--- src/lpd_pkg.sv ---
// constants and types shared by the panel drive timing block
package lpd_pkg;
	localparam int          DATA_W       = 4;
	localparam int          BUF_DEPTH    = 2;
	localparam int          NIB_W        = 5;
	localparam int          LINE_W       = 3;
	localparam int          RATIO_W      = 5;
	localparam int          MOD_W        = 8;
	localparam int          LINE_NIBBLES = 32;
	localparam logic [4:0]  NIB_LAST     = 5'h1F;
	localparam logic [3:0]  CHAIN_LAST   = 4'hF;
	localparam logic [2:0]  LINE_LAST    = 3'h7;
	localparam logic [2:0]  LINE_FIRST   = 3'h0;
	localparam logic [1:0]  STRAP_4      = 2'h0;
	localparam logic [1:0]  STRAP_8      = 2'h1;
	localparam logic [1:0]  STRAP_16     = 2'h2;
	localparam logic [4:0]  RATIO_4      = 5'h04;
	localparam logic [4:0]  RATIO_8      = 5'h08;
	localparam logic [4:0]  RATIO_16     = 5'h10;
	localparam logic [4:0]  PHASE_ZERO   = 5'h00;
	localparam logic [7:0]  MOD_FRAME    = 8'h00;

	typedef enum logic [1:0] {
		ST_OFF   = 2'h0,
		ST_GAP   = 2'h1,
		ST_SHIFT = 2'h3,
		ST_LATCH = 2'h2
	} lpd_state_t;
endpackage : lpd_pkg

--- src/lpd_buf2.sv ---
// two-entry valid/ready buffer for column pixel nibbles
`timescale 1ns/1ps
module lpd_buf2 #(
	parameter int WIDTH = lpd_pkg::DATA_W,
	parameter int DEPTH = lpd_pkg::BUF_DEPTH
) (
	input  wire logic             i_clk_sys,
	input  wire logic             i_rst_n,
	input  wire logic [WIDTH-1:0] i_data,
	input  wire logic             i_valid,
	output logic                  o_ready,
	output logic      [WIDTH-1:0] o_data,
	output logic                  o_valid,
	input  wire logic             i_ready
);
	localparam int PW = (DEPTH > 1) ? $clog2(DEPTH) : 1;
	localparam int CW = $clog2(DEPTH + 1);

	logic [WIDTH-1:0] mem [DEPTH];
	logic [PW-1:0]    wr_ptr;
	logic [PW-1:0]    rd_ptr;
	logic [CW-1:0]    count;
	logic             push;
	logic             pop;

	assign o_ready = (count != CW'(DEPTH));
	assign o_valid = (count != '0);
	assign o_data  = mem[rd_ptr];
	assign push    = i_valid && o_ready;
	assign pop     = o_valid && i_ready;

	always_ff @(posedge i_clk_sys) begin
		if (push) begin
			mem[wr_ptr] <= i_data;
		end
	end

	always_ff @(posedge i_clk_sys) begin
		if (!i_rst_n) begin
			wr_ptr <= '0;
			rd_ptr <= '0;
			count  <= '0;
		end else begin
			if (push) begin
				wr_ptr <= (wr_ptr == PW'(DEPTH - 1)) ? '0 : PW'(wr_ptr + 1'b1);
			end
			if (pop) begin
				rd_ptr <= (rd_ptr == PW'(DEPTH - 1)) ? '0 : PW'(rd_ptr + 1'b1);
			end
			if (push && !pop) begin
				count <= CW'(count + 1'b1);
			end else if (pop && !push) begin
				count <= CW'(count - 1'b1);
			end
		end
	end
endmodule : lpd_buf2

--- src/lpd_timing.sv ---
// matrix panel drive timing: column shift, line latch, row scan, bias, power-down
// Functional notes
// - column pixel data leaves as a 4-bit parallel bus
// - column data is valid at every falling edge of the column shift clock
// - column shift clock idles low from line latch until next line starts
// - enable chain clock falls once per 16 column nibbles to advance the cascade
// - exactly one line latch pulse per line, falling edge active
// - whole line is shifted in before the line latch pulse
// - bias toggle period set by the configured lines-per-toggle value
// - frame pulse stays stable at every falling edge of the row shift clock
// - frame pulse is high only during the last line of the frame and the first cycle of the next line
// - one row shift clock per line walks the frame pulse down the rows
// - power-down output low from reset until drive becomes active
// - power-down output high while drive outputs are active
// - power save request drops power-down output at the next frame end
// - two-bit strap picks shift period 4, 8 or 16 clocks; fourth code reserved
`timescale 1ns/1ps
module lpd_timing (
	input  wire logic                        i_clk_sys,
	input  wire logic                        i_rst_n,
	input  wire logic [1:0]                  i_shift_ratio_strap,
	input  wire logic                        i_display_on,
	input  wire logic                        i_power_save,
	input  wire logic [lpd_pkg::MOD_W-1:0]   i_bias_period,
	input  wire logic [lpd_pkg::DATA_W-1:0]  i_pix_data,
	input  wire logic                        i_pix_valid,
	output logic                             o_pix_ready,
	output logic [lpd_pkg::DATA_W-1:0]       o_column_data,
	output logic                             o_column_shift_clock,
	output logic                             o_column_enable_chain_clock,
	output logic                             o_line_latch_pulse,
	output logic                             o_backplane_bias_toggle,
	output logic                             o_row_shift_clock,
	output logic                             o_frame_pulse,
	output logic                             o_display_power_down
);
	lpd_pkg::lpd_state_t               state;
	logic [lpd_pkg::RATIO_W-1:0]       ratio;
	logic [lpd_pkg::RATIO_W-1:0]       phase;
	logic [lpd_pkg::NIB_W-1:0]         nib_cnt;
	logic [lpd_pkg::LINE_W-1:0]        line_cnt;
	logic [lpd_pkg::MOD_W-1:0]         bias_cnt;
	logic [1:0]                        strap_s1;
	logic [1:0]                        strap_s2;
	logic [1:0]                        strap_s3;
	logic                              save_pend;
	logic [lpd_pkg::DATA_W-1:0]        buf_data;
	logic                              buf_valid;
	logic                              take;
	logic                              half;
	logic                              last_phase;
	logic                              line_end;
	logic                              frame_end;

	// pixel stream buffer; drained only at a shift-clock rising edge
	lpd_buf2 #(
		.WIDTH (lpd_pkg::DATA_W),
		.DEPTH (lpd_pkg::BUF_DEPTH)
	) lpd_buf2_inst (
		.i_clk_sys (i_clk_sys),
		.i_rst_n   (i_rst_n),
		.i_data    (i_pix_data),
		.i_valid   (i_pix_valid),
		.o_ready   (o_pix_ready),
		.o_data    (buf_data),
		.o_valid   (buf_valid),
		.i_ready   (take)
	);

	assign take       = (state == lpd_pkg::ST_SHIFT) && (phase == lpd_pkg::PHASE_ZERO)
	                    && buf_valid;
	assign half       = (phase == (ratio >> 1));
	assign last_phase = (phase == lpd_pkg::RATIO_W'(ratio - 1'b1));
	assign line_end   = (state == lpd_pkg::ST_LATCH) && last_phase;
	assign frame_end  = line_end && (line_cnt == lpd_pkg::LINE_LAST);

	// strap sync: a change counts once the second and third stages agree
	always_ff @(posedge i_clk_sys) begin
		if (!i_rst_n) begin
			strap_s1 <= lpd_pkg::STRAP_4;
			strap_s2 <= lpd_pkg::STRAP_4;
			strap_s3 <= lpd_pkg::STRAP_4;
		end else begin
			strap_s1 <= i_shift_ratio_strap;
			strap_s2 <= strap_s1;
			strap_s3 <= strap_s2;
		end
	end

	// ratio only moves between lines so a shift period is never cut short
	always_ff @(posedge i_clk_sys) begin
		if (!i_rst_n) begin
			ratio <= lpd_pkg::RATIO_4;
		end else if ((strap_s2 == strap_s3) && ((state == lpd_pkg::ST_OFF)
		             || (state == lpd_pkg::ST_GAP && phase == lpd_pkg::PHASE_ZERO))) begin
			if (strap_s3 == lpd_pkg::STRAP_4) begin
				ratio <= lpd_pkg::RATIO_4;
			end else if (strap_s3 == lpd_pkg::STRAP_8) begin
				ratio <= lpd_pkg::RATIO_8;
			end else if (strap_s3 == lpd_pkg::STRAP_16) begin
				ratio <= lpd_pkg::RATIO_16;
			end
		end
	end

	// sequencing state and phase within a shift period
	always_ff @(posedge i_clk_sys) begin
		if (!i_rst_n) begin
			state <= lpd_pkg::ST_OFF;
			phase <= lpd_pkg::PHASE_ZERO;
		end else begin
			case (state)
				lpd_pkg::ST_OFF: begin
					phase <= lpd_pkg::PHASE_ZERO;
					if (i_display_on) begin
						state <= lpd_pkg::ST_GAP;
					end
				end
				lpd_pkg::ST_GAP: begin
					phase <= last_phase ? lpd_pkg::PHASE_ZERO
					                    : lpd_pkg::RATIO_W'(phase + 1'b1);
					if (last_phase) begin
						state <= lpd_pkg::ST_SHIFT;
					end
				end
				lpd_pkg::ST_SHIFT: begin
					// hold at phase zero while the buffer is empty
					if (phase != lpd_pkg::PHASE_ZERO || take) begin
						phase <= last_phase ? lpd_pkg::PHASE_ZERO
						                    : lpd_pkg::RATIO_W'(phase + 1'b1);
					end
					if (last_phase && nib_cnt == lpd_pkg::NIB_LAST) begin
						state <= lpd_pkg::ST_LATCH;
					end
				end
				lpd_pkg::ST_LATCH: begin
					phase <= last_phase ? lpd_pkg::PHASE_ZERO
					                    : lpd_pkg::RATIO_W'(phase + 1'b1);
					if (frame_end && save_pend) begin
						state <= lpd_pkg::ST_OFF;
					end else if (last_phase) begin
						state <= lpd_pkg::ST_GAP;
					end
				end
				default: begin
					state <= lpd_pkg::ST_OFF;
				end
			endcase
		end
	end

	// nibble position within the line
	always_ff @(posedge i_clk_sys) begin
		if (!i_rst_n) begin
			nib_cnt <= '0;
		end else if (state != lpd_pkg::ST_SHIFT) begin
			nib_cnt <= '0;
		end else if (last_phase) begin
			nib_cnt <= lpd_pkg::NIB_W'(nib_cnt + 1'b1);
		end
	end

	// column data, shift clock and enable chain clock
	always_ff @(posedge i_clk_sys) begin
		if (!i_rst_n) begin
			o_column_data               <= '0;
			o_column_shift_clock        <= 1'b0;
			o_column_enable_chain_clock <= 1'b0;
		end else if (state != lpd_pkg::ST_SHIFT) begin
			o_column_shift_clock        <= 1'b0;
			o_column_enable_chain_clock <= 1'b0;
		end else if (take) begin
			o_column_data               <= buf_data;
			o_column_shift_clock        <= 1'b1;
			o_column_enable_chain_clock <= (nib_cnt[3:0] == lpd_pkg::CHAIN_LAST);
		end else if (half) begin
			o_column_shift_clock        <= 1'b0;
			o_column_enable_chain_clock <= 1'b0;
		end
	end

	// line latch and row shift clock: one pulse per line
	always_ff @(posedge i_clk_sys) begin
		if (!i_rst_n) begin
			o_line_latch_pulse <= 1'b0;
			o_row_shift_clock  <= 1'b0;
		end else if (state == lpd_pkg::ST_SHIFT && last_phase
		             && nib_cnt == lpd_pkg::NIB_LAST) begin
			o_line_latch_pulse <= 1'b1;
			o_row_shift_clock  <= 1'b1;
		end else if (line_end) begin
			o_line_latch_pulse <= 1'b0;
			o_row_shift_clock  <= 1'b0;
		end
	end

	// line count and frame pulse; frame pulse only moves at line start
	always_ff @(posedge i_clk_sys) begin
		if (!i_rst_n) begin
			line_cnt      <= lpd_pkg::LINE_FIRST;
			o_frame_pulse <= 1'b0;
		end else if (state == lpd_pkg::ST_OFF) begin
			line_cnt      <= lpd_pkg::LINE_FIRST;
			o_frame_pulse <= 1'b0;
		end else if (line_end) begin
			line_cnt <= lpd_pkg::LINE_W'(line_cnt + 1'b1);
		end else if (state == lpd_pkg::ST_GAP
		             && (last_phase || line_cnt != lpd_pkg::LINE_LAST)) begin
			// falls one cycle after the row clock so it holds at that edge
			o_frame_pulse <= (line_cnt == lpd_pkg::LINE_LAST);
		end
	end

	// bias toggle: every N lines, or once a frame when N is zero
	always_ff @(posedge i_clk_sys) begin
		if (!i_rst_n) begin
			o_backplane_bias_toggle <= 1'b0;
			bias_cnt                <= '0;
		end else if (line_end) begin
			if (i_bias_period == lpd_pkg::MOD_FRAME) begin
				bias_cnt <= '0;
				if (frame_end) begin
					o_backplane_bias_toggle <= !o_backplane_bias_toggle;
				end
			end else if (lpd_pkg::MOD_W'(bias_cnt + 1'b1) >= i_bias_period) begin
				bias_cnt                <= '0;
				o_backplane_bias_toggle <= !o_backplane_bias_toggle;
			end else begin
				bias_cnt <= lpd_pkg::MOD_W'(bias_cnt + 1'b1);
			end
		end
	end

	// power save request and power-down output
	always_ff @(posedge i_clk_sys) begin
		if (!i_rst_n) begin
			save_pend            <= 1'b0;
			o_display_power_down <= 1'b0;
		end else begin
			if (i_power_save && state != lpd_pkg::ST_OFF) begin
				save_pend <= 1'b1;
			end else if (frame_end || state == lpd_pkg::ST_OFF) begin
				save_pend <= 1'b0;
			end
			if (state == lpd_pkg::ST_OFF) begin
				o_display_power_down <= i_display_on;
			end else if (frame_end && save_pend) begin
				o_display_power_down <= 1'b0;
			end
		end
	end

	// helper for checking: column shift falls since the last latch
	logic [lpd_pkg::NIB_W:0] fall_cnt;
	always_ff @(posedge i_clk_sys) begin
		if (!i_rst_n || line_end) begin
			fall_cnt <= '0;
		end else if (state == lpd_pkg::ST_SHIFT && half && o_column_shift_clock) begin
			fall_cnt <= (lpd_pkg::NIB_W + 1)'(fall_cnt + 1'b1);
		end
	end
endmodule : lpd_timing

--- config.mk ---
export PLATFORM = sky130hd
export DESIGN_NAME = lpd_timing
export DESIGN_NICKNAME = d
export VERILOG_FILES = /design/src/lpd_pkg.sv /design/src/lpd_buf2.sv /design/src/lpd_timing.sv
export SDC_FILE = /design/constraint.sdc
export NUM_CORES = 1
export LEC_CHECK = 0
export BUFFER_PORTS_ARGS = -buffer_cell sky130_fd_sc_hd__buf_2
export CAP_MARGIN = 20
export CORE_ASPECT_RATIO = 1.5
export CORE_MARGIN = 2
export CORE_UTILIZATION = 40
export DETAILED_ROUTE_END_ITERATION = 8
export GPL_ROUTABILITY_DRIVEN = 0
export GPL_TIMING_DRIVEN = 0
export SLEW_MARGIN = 20
export SYNTH_ARGS = -nofsm -noshare
export SYNTH_HDL_FRONTEND = slang
export SYNTH_SLANG_ARGS = --single-unit
--- constraint.sdc ---
create_clock -name i_clk_sys -period 2.5 [get_ports i_clk_sys]
set_input_delay 0.125 -clock i_clk_sys [delete_from_list [all_inputs] [get_ports i_clk_sys]]
set_output_delay 0.125 -clock i_clk_sys [all_outputs]
set_load 0.02 [all_outputs]
==> impl_metrics.yaml, run 1 <==
worst_hold_path:
  min_to: "strap_s1[1]"
  hold_depth: 2
  min_from: "i_shift_ratio_strap[1]"
  hp-class: "in2reg"
pwr:
  comb_power_share_pct: 8.9
  intPower_mw: 1.28
  swShare_pct: 22.9
  power_density_nw_per_um2: 524
  power_frac_clock_pct: 34.4
  switchingPower_uw: 382
  leakage_nw: 1.35
  vdd_ir_drop_max_v: 0.000499
  total_power_mw: 1.67
  seq_power_share_pct: 56.7
clock_tree:
  cts.sinks: 55
  cts_setup_buffers: 0
  clock_path_buffers: 2
  numCtsBuffers: 5
  cts_tree: "yes"
  clkSlewWorstSetupHoldPaths_ps: 90
  clk_latency_ps: 310
  cts_root_buf: "clkbuf_8"
  h-tree-depth: 2
finish:
  drive_above_1_share_pct: 20.1
  post_layout_nonfiller_instances: 407
  antennaDiodeCount: 0
  area.growth.synth_to_final_pct: 15.7
  layout_commonest_cell: "dfxtp_1"
  nNetsFinal: 364
  layout_common_cells: "42 x dfxtp_1, 41 x nand2_1, 32 x buf_2"
detailed_routing:
  drc: 0
  antenna_left: 0
  first_pass_iters: 4
  wl_per_cell_um: 13.0
  via_per_inst: 5.09
  wirelength_mm: 5.29
  via_count: 2071
  first_iter_violations: 64
logic_synthesis:
  synth-edff-count: 8
  ys_seq_area_share_pct: 43.0
  ys_seq_elements: 55
  async_flop_share_pct: 0
  syn_area_um2: 2750
  yosys_warnings: 0
  synthFlopType: "dfxtp_1"
  synth.distinct_cells: 57
  avgSynthCellArea_um2: 9.54
  synth_fp_nets: 324
  synthCells: 288
critical_path:
  critPathBufInv: 1
  worstRegToRegCells: 9
  rrSetupSlack_ps: 130
  crit_family: "simple AND/OR/NAND/NOR gates"
  worstSetupStartpointType: "flip-flop"
  path_class: "reg2reg"
  cp_slowest_cell: "dfxtp_4"
  slowest_delay_ps: 380
  cp_data_required_time_ps: 2750
  worstSetupEndpointType: "flip-flop"
  path_common_cell: "and3_1"
  worstReg2RegEnd: "o_backplane_bias_toggle"
  crit_chain: "and3_1 -> and3_1 -> xor2_1 -> ha_1 -> nand4_1 -> o31a_1 -> clkbuf_4 -> or3_1 -> a21boi_1"
  cp_max_fo: 10
  r2r-start: "bias_cnt[2]"
  worstPathArrival_ps: 2620
sta:
  period_share_pct: 94.8
  hold_violations: 0
  tns_ps: 0
  setup_viol: 0
  finalClockSkew_ps: 5.10
  fmax_mhz: 422
  drv_slew: 0
  timing.slew.headroom_pct: 64.7
  setup_ws_ps: 130
  worst_pin_slew_ps: 530
  period_minus_slack_ps: 2370
  rsz0062_at_grt: "false"
global_route:
  use_met2_pct: 28.3
  use_met3_pct: 3.06
  antenna_found_initial: 0
  grt_pass1_wl_mm: 9.25
  grt_max_degree: 17
  overflow: 0
  grt_pass1_vias: 2036
  grt_util_met1_pct: 17.2
  busiest_layer: "met2"
  grt_usage_pct: 15.4
die:
  die_height_um: 106
  chipWidth_um: 71.7
  die-area_um2: 7560
  initial_core_util_pct: 40.7
  core_um2: 6760
  num_io_pins: 31
  num_rows: 37
run:
  maxCapViolCount: 0
placement:
  place_hpwl_mm: 4.04
  preCtsSetupSlack_ps: -78.5
  io_buffers: 29
  dp.cells: 395
outcome:
  outcome: "finished, final reports clean"
-- how the worst max path moves through the flow --
stage	slack, ps	from	depth (start not counted)	end
floorplan	280	bias_cnt[0]	9	o_backplane_bias_toggle
global placement	-50	bias_cnt[0]	10	bias_cnt[1]
detailed placement	-80	bias_cnt[0]	10	bias_cnt[3]
CTS	2	bias_cnt[2]	10	bias_cnt[3]
global route	20	phase[0]	9	lpd_buf2_inst.count[1]
finish	130	bias_cnt[2]	9	o_backplane_bias_toggle
-- worst reg2reg max path: cells and delay by family, from the launching register on --
kind	cells	cell delay [ps]
AO/OA/AOI/OAI	2	440
XOR/XNOR	1	150
adder cells (fa/ha/maj)	1	350
buffers and inverters	1	180
flip-flops	1	380
AND/OR/NAND/NOR	4	820
-- per-stage QoR --
| step | instance area, µm² | hold WS [ps] | utilization [%] |
|---|---|---|---|
| 2_1_floorplan | 2750 | 224 | - |
| 3_3_place_gp | 2990 | 312 | 44.2 |
| 3_5_place_dp | 2990 | 317 | 44.2 |
| 4_1_cts | 3140 | 11.6 | 46.5 |
| 5_1_grt | 3180 | 13.4 | 47.0 |
| 6_report | 3180 | 16.8 | 47.0 |
-- state kept, by name, indices dropped and copies added (netlist names), 3 cells and up --
name / cells
o_column_data: 4
bias_cnt: 8
line_cnt: 3
nib_cnt: 5
phase: 5
lpd_buf2_inst.mem: 8
ratio: 3
-- area by class of cell --
| class | count | area, µm² |
|---|---|---|
| Timing Repair Buffer | 33 | 185 |
| Inverter | 13 | 48.8 |
| Clock inverter | 3 | 38.8 |
| Sequential cell | 55 | 1190 |
| Fill cell | 649 | 3580 |
| Tap cell | 78 | 97.6 |
| Buffer | 15 | 90.1 |
| Clock buffer | 5 | 68.8 |
| Multi-Input combinational cell | 205 | 1460 |
-- power groups by stage --
stage | clock [mW] | sequential, mW | combinational, mW
after floorplan | 0 | 0.964 | 0.0991
after global placement | 0 | 0.967 | 0.140
after detailed placement | 0 | 0.968 | 0.144
after CTS | 0.599 | 0.947 | 0.149
after global routing | 0.631 | 0.950 | 0.169
final | 0.574 | 0.945 | 0.148
-- metal layers --
layer | share of wire, % | up-vias | wire length (µm)
li1 | - | 1073 | -
met1 | 40 | 960 | 2110
met2 | 55 | 33 | 2890
met3 | 3.7 | 5 | 194
met4 | 1.6 | 0 | 85
met5 | 0 | - | 0
-- cell families after synthesis --
group                      after synthesis  synth area share [%]
and+or+nand+nor                        111                  21.8
AOI/OAI and AO/OA                       49                  12.6
xor gates and xnor gates                23                  8.11
adders and majority gates               17                  7.74
buffers and inverters                   28                  4.96
muxes                                    5                  1.82
DFF                                     55                  43.0
-- synth_stat cells (all sizes together) (2+ instances only) --
| cell type | count | area share, % |
|---|---|---|
| nand2b | 2 | 0.46 |
| and3 | 5 | 1.1 |
| or3 | 3 | 0.68 |
| a21boi | 12 | 3.3 |
| nand4 | 4 | 1.1 |
| xor2 | 10 | 3.5 |
| nand2 | 41 | 5.6 |
| nor4 | 3 | 1.7 |
| mux2i | 5 | 1.8 |
| dfxtp | 47 | 34 |
| and4 | 2 | 0.64 |
| ha | 17 | 7.7 |
| buf | 9 | 2.4 |
| a21oi | 12 | 2.5 |
| clkbuf | 6 | 0.82 |
| o21ai | 8 | 1.6 |
| o21a | 3 | 0.87 |
| nor2 | 14 | 2.0 |
| inv | 13 | 1.8 |
| edfxtp | 8 | 8.7 |
| nor3 | 3 | 0.55 |
| xnor2 | 12 | 3.8 |
| nand3 | 15 | 2.7 |
| o22ai | 2 | 0.46 |
| and2 | 10 | 2.3 |
| o211a | 4 | 1.5 |
-- repair_timing --
| item | CTS | global route |
|---|---|---|
| pin swaps | 0 | 1 |
| endpoints found under the hold margin | 8 | 0 |
| setup endpoints to repair | 8 | 9 |
| gates resized for setup | 2 | 11 |
| hold buffers | 4 | 0 |
No activity file was read; power rests on OpenSTA's default activity.
==> inputs of run 2 (changes only) <==
PLACE_DENSITY_LB_ADDON = 0.15   (was unset)
clock period = 2.9 ns   (was 2.5 ns; I/O delays follow)
==> run 2 against run 1 <==
  * Utilization is 1.3 points lower
  * Maximum frequency fell by 7.0%
  * Die area is the same
  * Clock power shrank 27%
  * Critical endpoint is now bias_cnt[6]
  * Routed wire length grew 0.34%
  * Via count fell by 1.6%
  * Combinational power shrank 16%
  * Flip-flop and latch count unchanged
  * Register-to-register slack improved by 220 ps
==> impl_metrics.yaml, run 2 (synthesized netlist as in run 1, its figures left out) <==
sta:
  finalClockSkew_ps: 9.51
  timing.slew.headroom_pct: 64.8
  hold_violations: 0
  setup_ws_ps: 353
  whs_ps: 18.9
  worst_pin_slew_ps: 527
  period_minus_slack_ps: 2550
  tns_ps: 0
  fmax_mhz: 393
  period_share_pct: 87.8
  rsz0062_at_grt: "false"
  setup_viol: 0
  drv_slew: 0
clock_tree:
  cts_tree: "yes"
  cts_setup_buffers: 0
  h-tree-depth: 2
  cts.sinks: 55
  clk_latency_ps: 310
  cts_resized: 0
  numCtsBuffers: 5
  clkSlewWorstSetupHoldPaths_ps: 100
  clock_path_buffers: 2
  cts_root_buf: "clkbuf_8"
detailed_routing:
  via_per_inst: 5.04
  wirelength_mm: 5.31
  via_count: 2037
  first_pass_iters: 4
  drc: 0
  first_iter_violations: 78
  antenna_left: 0
  wl_per_cell_um: 13.1
finish:
  num-fill-cells: 692
  layout_common_cells: "47 x dfxtp_1, 41 x nand2_1, 33 x buf_2"
  nNetsFinal: 361
  post_layout_nonfiller_instances: 404
  drive_above_1_share_pct: 17.8
  layout_commonest_cell: "dfxtp_1"
  area.growth.synth_to_final_pct: 12.4
  antennaDiodeCount: 0
  reg.largest.list: "bias_cnt (8), lpd_buf2_inst.mem (8)"
  final_area_um2: 3090
critical_path:
  worstSetupStartpointType: "flip-flop"
  cp_slowest_cell: "dfxtp_1"
  cp_max_fo: 10
  slowest_delay_ps: 470
  crit_chain: "ha_1 -> nand3_1 -> xnor2_1 -> ha_1 -> a21o_1 -> a221oi_1 -> o31a_1 -> buf_2 -> nand3_1 -> a21boi_0"
  cp_data_required_time_ps: 3150
  worstSetupEndpointType: "flip-flop"
  worstPathArrival_ps: 2800
  path_class: "reg2reg"
pwr:
  power_frac_clock_pct: 30.8
  seq_power_share_pct: 60.1
  power_density_nw_per_um2: 440
  vdd_ir_drop_max_v: 0.000342
  switchingPower_uw: 337
  swShare_pct: 24.8
  comb_power_share_pct: 9.1
  leakage_nw: 1.31
  intPower_mw: 1.02
die:
  die_height_um: 106
  chipWidth_um: 71.7
  num_rows: 37
  core_um2: 6760
  num_io_pins: 31
  die-area_um2: 7560
  initial_core_util_pct: 40.7
placement:
  preCtsSetupSlack_ps: 349
  place_hpwl_mm: 4.11
  io_buffers: 29
  placed_area_um2: 2990
  dp.cells: 395
run:
  maxCapViolCount: 0
global_route:
  grt_pass1_vias: 2080
  antenna_found_initial: 0
  grt_usage_pct: 16.2
  overflow: 0
  grt_pass1_wl_mm: 9.60
  grt_max_degree: 18
outcome:
  outcome: "finished, final reports clean"
worst_hold_path:
  hp-class: "in2reg"
## run 2: cell count changes in the layout (fill, tap and decap cells not counted), sizes merged
cell         before  now
buf              37   38
bufinv            1    0
clkbuf           12   11
clkinvlp          0    1
dlygate4sd3       4    1
## run 2: what timing repair did
| action | CTS | global route |
|---|---|---|
| hold endpoints to repair | 0 | 2 |
| endpoints found under the setup margin | 0 | 0 |
| hold buffers | 0 | 1 |
## run 2: final cells by class
| type | count | area, µm² | share of cell area, % |
|---|---|---|---|
| multi-input combinational | 205 | 1430 | 46.3 |
| sequential | 55 | 1180 | 38.2 |
| timing repair buffer | 30 | 155 | 5.02 |
| tap | 78 | 97.6 | 3.16 |
| buffer | 15 | 87.6 | 2.84 |
| clock buffer | 5 | 68.8 | 2.23 |
| inverter | 13 | 48.8 | 1.58 |
| clock inverter | 3 | 20.0 | 0.648 |
## run 2: worst paths after layout
kind	slack, ps	startpoint	depth (start not counted)	to
worst min-delay path	20	i_pix_data[1]	1	lpd_buf2_inst.mem[1][1]
worst max-delay path	350	bias_cnt[0]	10	bias_cnt[6]
worst min register to register	440	strap_s1[0]	1	strap_s2[0]
worst max register to register	350	bias_cnt[0]	10	bias_cnt[6]
## run 2: power groups by stage
stage / logic, mW / clock network, mW / registers [mW]
floorplan: 0.0854 / 0 / 0.831
finish: 0.124 / 0.419 / 0.817
global route: 0.142 / 0.471 / 0.821
detailed placement: 0.125 / 0 / 0.834
CTS: 0.126 / 0.440 / 0.817
global placement: 0.122 / 0 / 0.834
## run 2: metal layers
metal	GRT usage (%)	wire length [µm]	vias to the layer above
li1	-	-	1071
met1	17.4	2160	932
met2	30.0	2870	27
met3	3.54	176	7
met4	6.06	95	0
met5	0	0	-
## run 2: critical path, delay by kind of cell, from the launching register on
kind	cells	cell delay [ps]
AOI/OAI and AO/OA	4	740
adders and majority gates	2	610
DFF	1	470
and+or+nand+nor	2	230
xor gates and xnor gates	1	220
buffers and inverters	1	210
## run 2: through the flow
step                power (mW)  utilization [%]
floorplan                0.917                -
global placement         0.956             44.2
detailed placement       0.960             44.2
CTS                       1.38             45.6
global route              1.43             45.7
finish                    1.36             45.7
==> inputs of run 3 (changes only) <==
CORE_UTILIZATION = 55   (was 40)
clock period = 3.1 ns   (was 2.9 ns; I/O delays follow)
==> run 3 against run 2 <==
  * Non-clock buffer count down 1
  * Setup slack improved by 180 ps
  * Combinational power down 8%
  * Register-to-register slack improved by 180 ps
  * Flip-flop and latch count unchanged
  * Maximum frequency shrank 0.96%
  * Hold slack better by 11 ps
  * Cell count is 3.2% lower
  * Utilization rose by 18 points
  * Critical endpoint is now bias_cnt[1]
  * Highest routed layer unchanged
==> impl_metrics.yaml, run 3 (synthesized netlist as in run 1, its figures left out) <==
outcome:
  outcome: "finished, final reports clean"
clock_tree:
  clock_path_buffers: 2
  clk_latency_ps: 310
  clkSlewWorstSetupHoldPaths_ps: 100
  cts_setup_buffers: 0
  cts_resized: 0
  h-tree-depth: 2
  cts.sinks: 55
  cts_tree: "yes"
  numCtsBuffers: 5
  ctsHoldBuffers: 0
  cts_root_buf: "clkbuf_8"
critical_path:
  crit_start: "bias_cnt[0]"
  worstSetupStartpointType: "flip-flop"
  worstPathArrival_ps: 2810
  worstSetupEndpointType: "flip-flop"
  r2r-start: "bias_cnt[0]"
  cp_max_fo: 10
  path_class: "reg2reg"
  cp_data_required_time_ps: 3340
pwr:
  switchingPower_uw: 309
  leakage_nw: 1.31
  intPower_mw: 1.04
  comb_power_share_pct: 8.4
  power_density_nw_per_um2: 437
  seq_power_share_pct: 56.5
  total_power_mw: 1.35
  power_frac_clock_pct: 35.0
  vdd_ir_drop_max_v: 0.000446
  swShare_pct: 22.9
finish:
  final_area_um2: 3090
  reg.largest.list: "bias_cnt (8), lpd_buf2_inst.mem (8)"
  drive_above_1_share_pct: 17.8
  layout_commonest_cell: "dfxtp_1"
  area.growth.synth_to_final_pct: 12.3
  antennaDiodeCount: 0
  nNetsFinal: 360
  layout_common_cells: "47 x dfxtp_1, 41 x nand2_1, 33 x buf_2"
die:
  num_io_pins: 31
  initial_core_util_pct: 57.1
  die-area_um2: 5590
  chipWidth_um: 61.7
  die_height_um: 90.6
  core_um2: 4810
  num_rows: 31
run:
  maxCapViolCount: 0
worst_hold_path:
  min_from: "i_pix_data[0]"
  hp-class: "in2reg"
detailed_routing:
  first_pass_iters: 4
  first_iter_violations: 48
  via_count: 2064
  via_per_inst: 5.28
  wl_per_cell_um: 13.1
  antenna_left: 0
  drc: 0
  wirelength_mm: 5.11
sta:
  hold_violations: 0
  period_minus_slack_ps: 2570
  tns_ps: 0
  finalClockSkew_ps: 13.7
  period_share_pct: 83.0
  drv_slew: 0
  fmax_mhz: 389
  timing.slew.headroom_pct: 62.6
  rsz0062_at_grt: "false"
  setup_viol: 0
  worst_pin_slew_ps: 561
global_route:
  antenna_found_initial: 0
  grt_pass1_wl_mm: 8.29
  grt_usage_pct: 19.7
  overflow: 0
  grt_max_degree: 18
  grt_pass1_vias: 1955
placement:
  placed_area_um2: 2980
  io_buffers: 29
  place_hpwl_mm: 3.96
## run 3: final timing paths
kind	cells past startpoint	slack, ps	endpoint
max reg2reg	10	530	bias_cnt[1]
min	1	30	lpd_buf2_inst.mem[1][0]
max	10	530	bias_cnt[1]
min reg2reg	1	440	strap_s2[0]
## run 3: cell type report
type | instances | area, µm²
sequential | 55 | 1180
multi-input combinational | 205 | 1430
fill | 447 | 1720
inverter | 13 | 48.8
tap | 66 | 82.6
timing repair buffer | 29 | 145
clock buffer | 6 | 72.6
buffer | 15 | 87.6
clock inverter | 2 | 38.8
## run 3: metal layers
layer | up-vias | part of all wire (%) | global-route usage [%] | routed length (µm)
met4 | 0 | 2.6 | 9.04 | 134
met3 | 10 | 3.5 | 3.72 | 181
met1 | 952 | 40 | 20.6 | 2050
li1 | 1066 | - | - | -
met5 | - | 0 | 0 | 0
met2 | 36 | 54 | 35.5 | 2750
## run 3: power groups by stage
stage | Clock, mW | Combinational, mW | Sequential, mW
6_report | 0.473 | 0.114 | 0.764
5_1_grt | 0.506 | 0.128 | 0.767
4_1_cts | 0.484 | 0.115 | 0.764
3_5_place_dp | 0 | 0.115 | 0.780
3_3_place_gp | 0 | 0.112 | 0.780
2_1_floorplan | 0 | 0.0799 | 0.778
## run 3: metrics by stage
stage               hold WS, ps  cells  util, %  setup WS, ps
CTS                        23.0    391     64.2           516
global route               22.0    391     64.2           259
global placement            342    383     61.9           575
floorplan                   254    288        -           878
finish                     29.6    391     64.2           528
detailed placement          346    383     61.9           546
## run 3: worst max-delay path, stage by stage (launching register included)
cell and delay (ps):
dfxtp_1 470, ha_1 320, nand3_1 120, xnor2_1 200, ha_1 300, a21o_1 210, a221oi_1 240, o31a_1 170
buf_2 210, nand3_1 110, a21boi_0 140
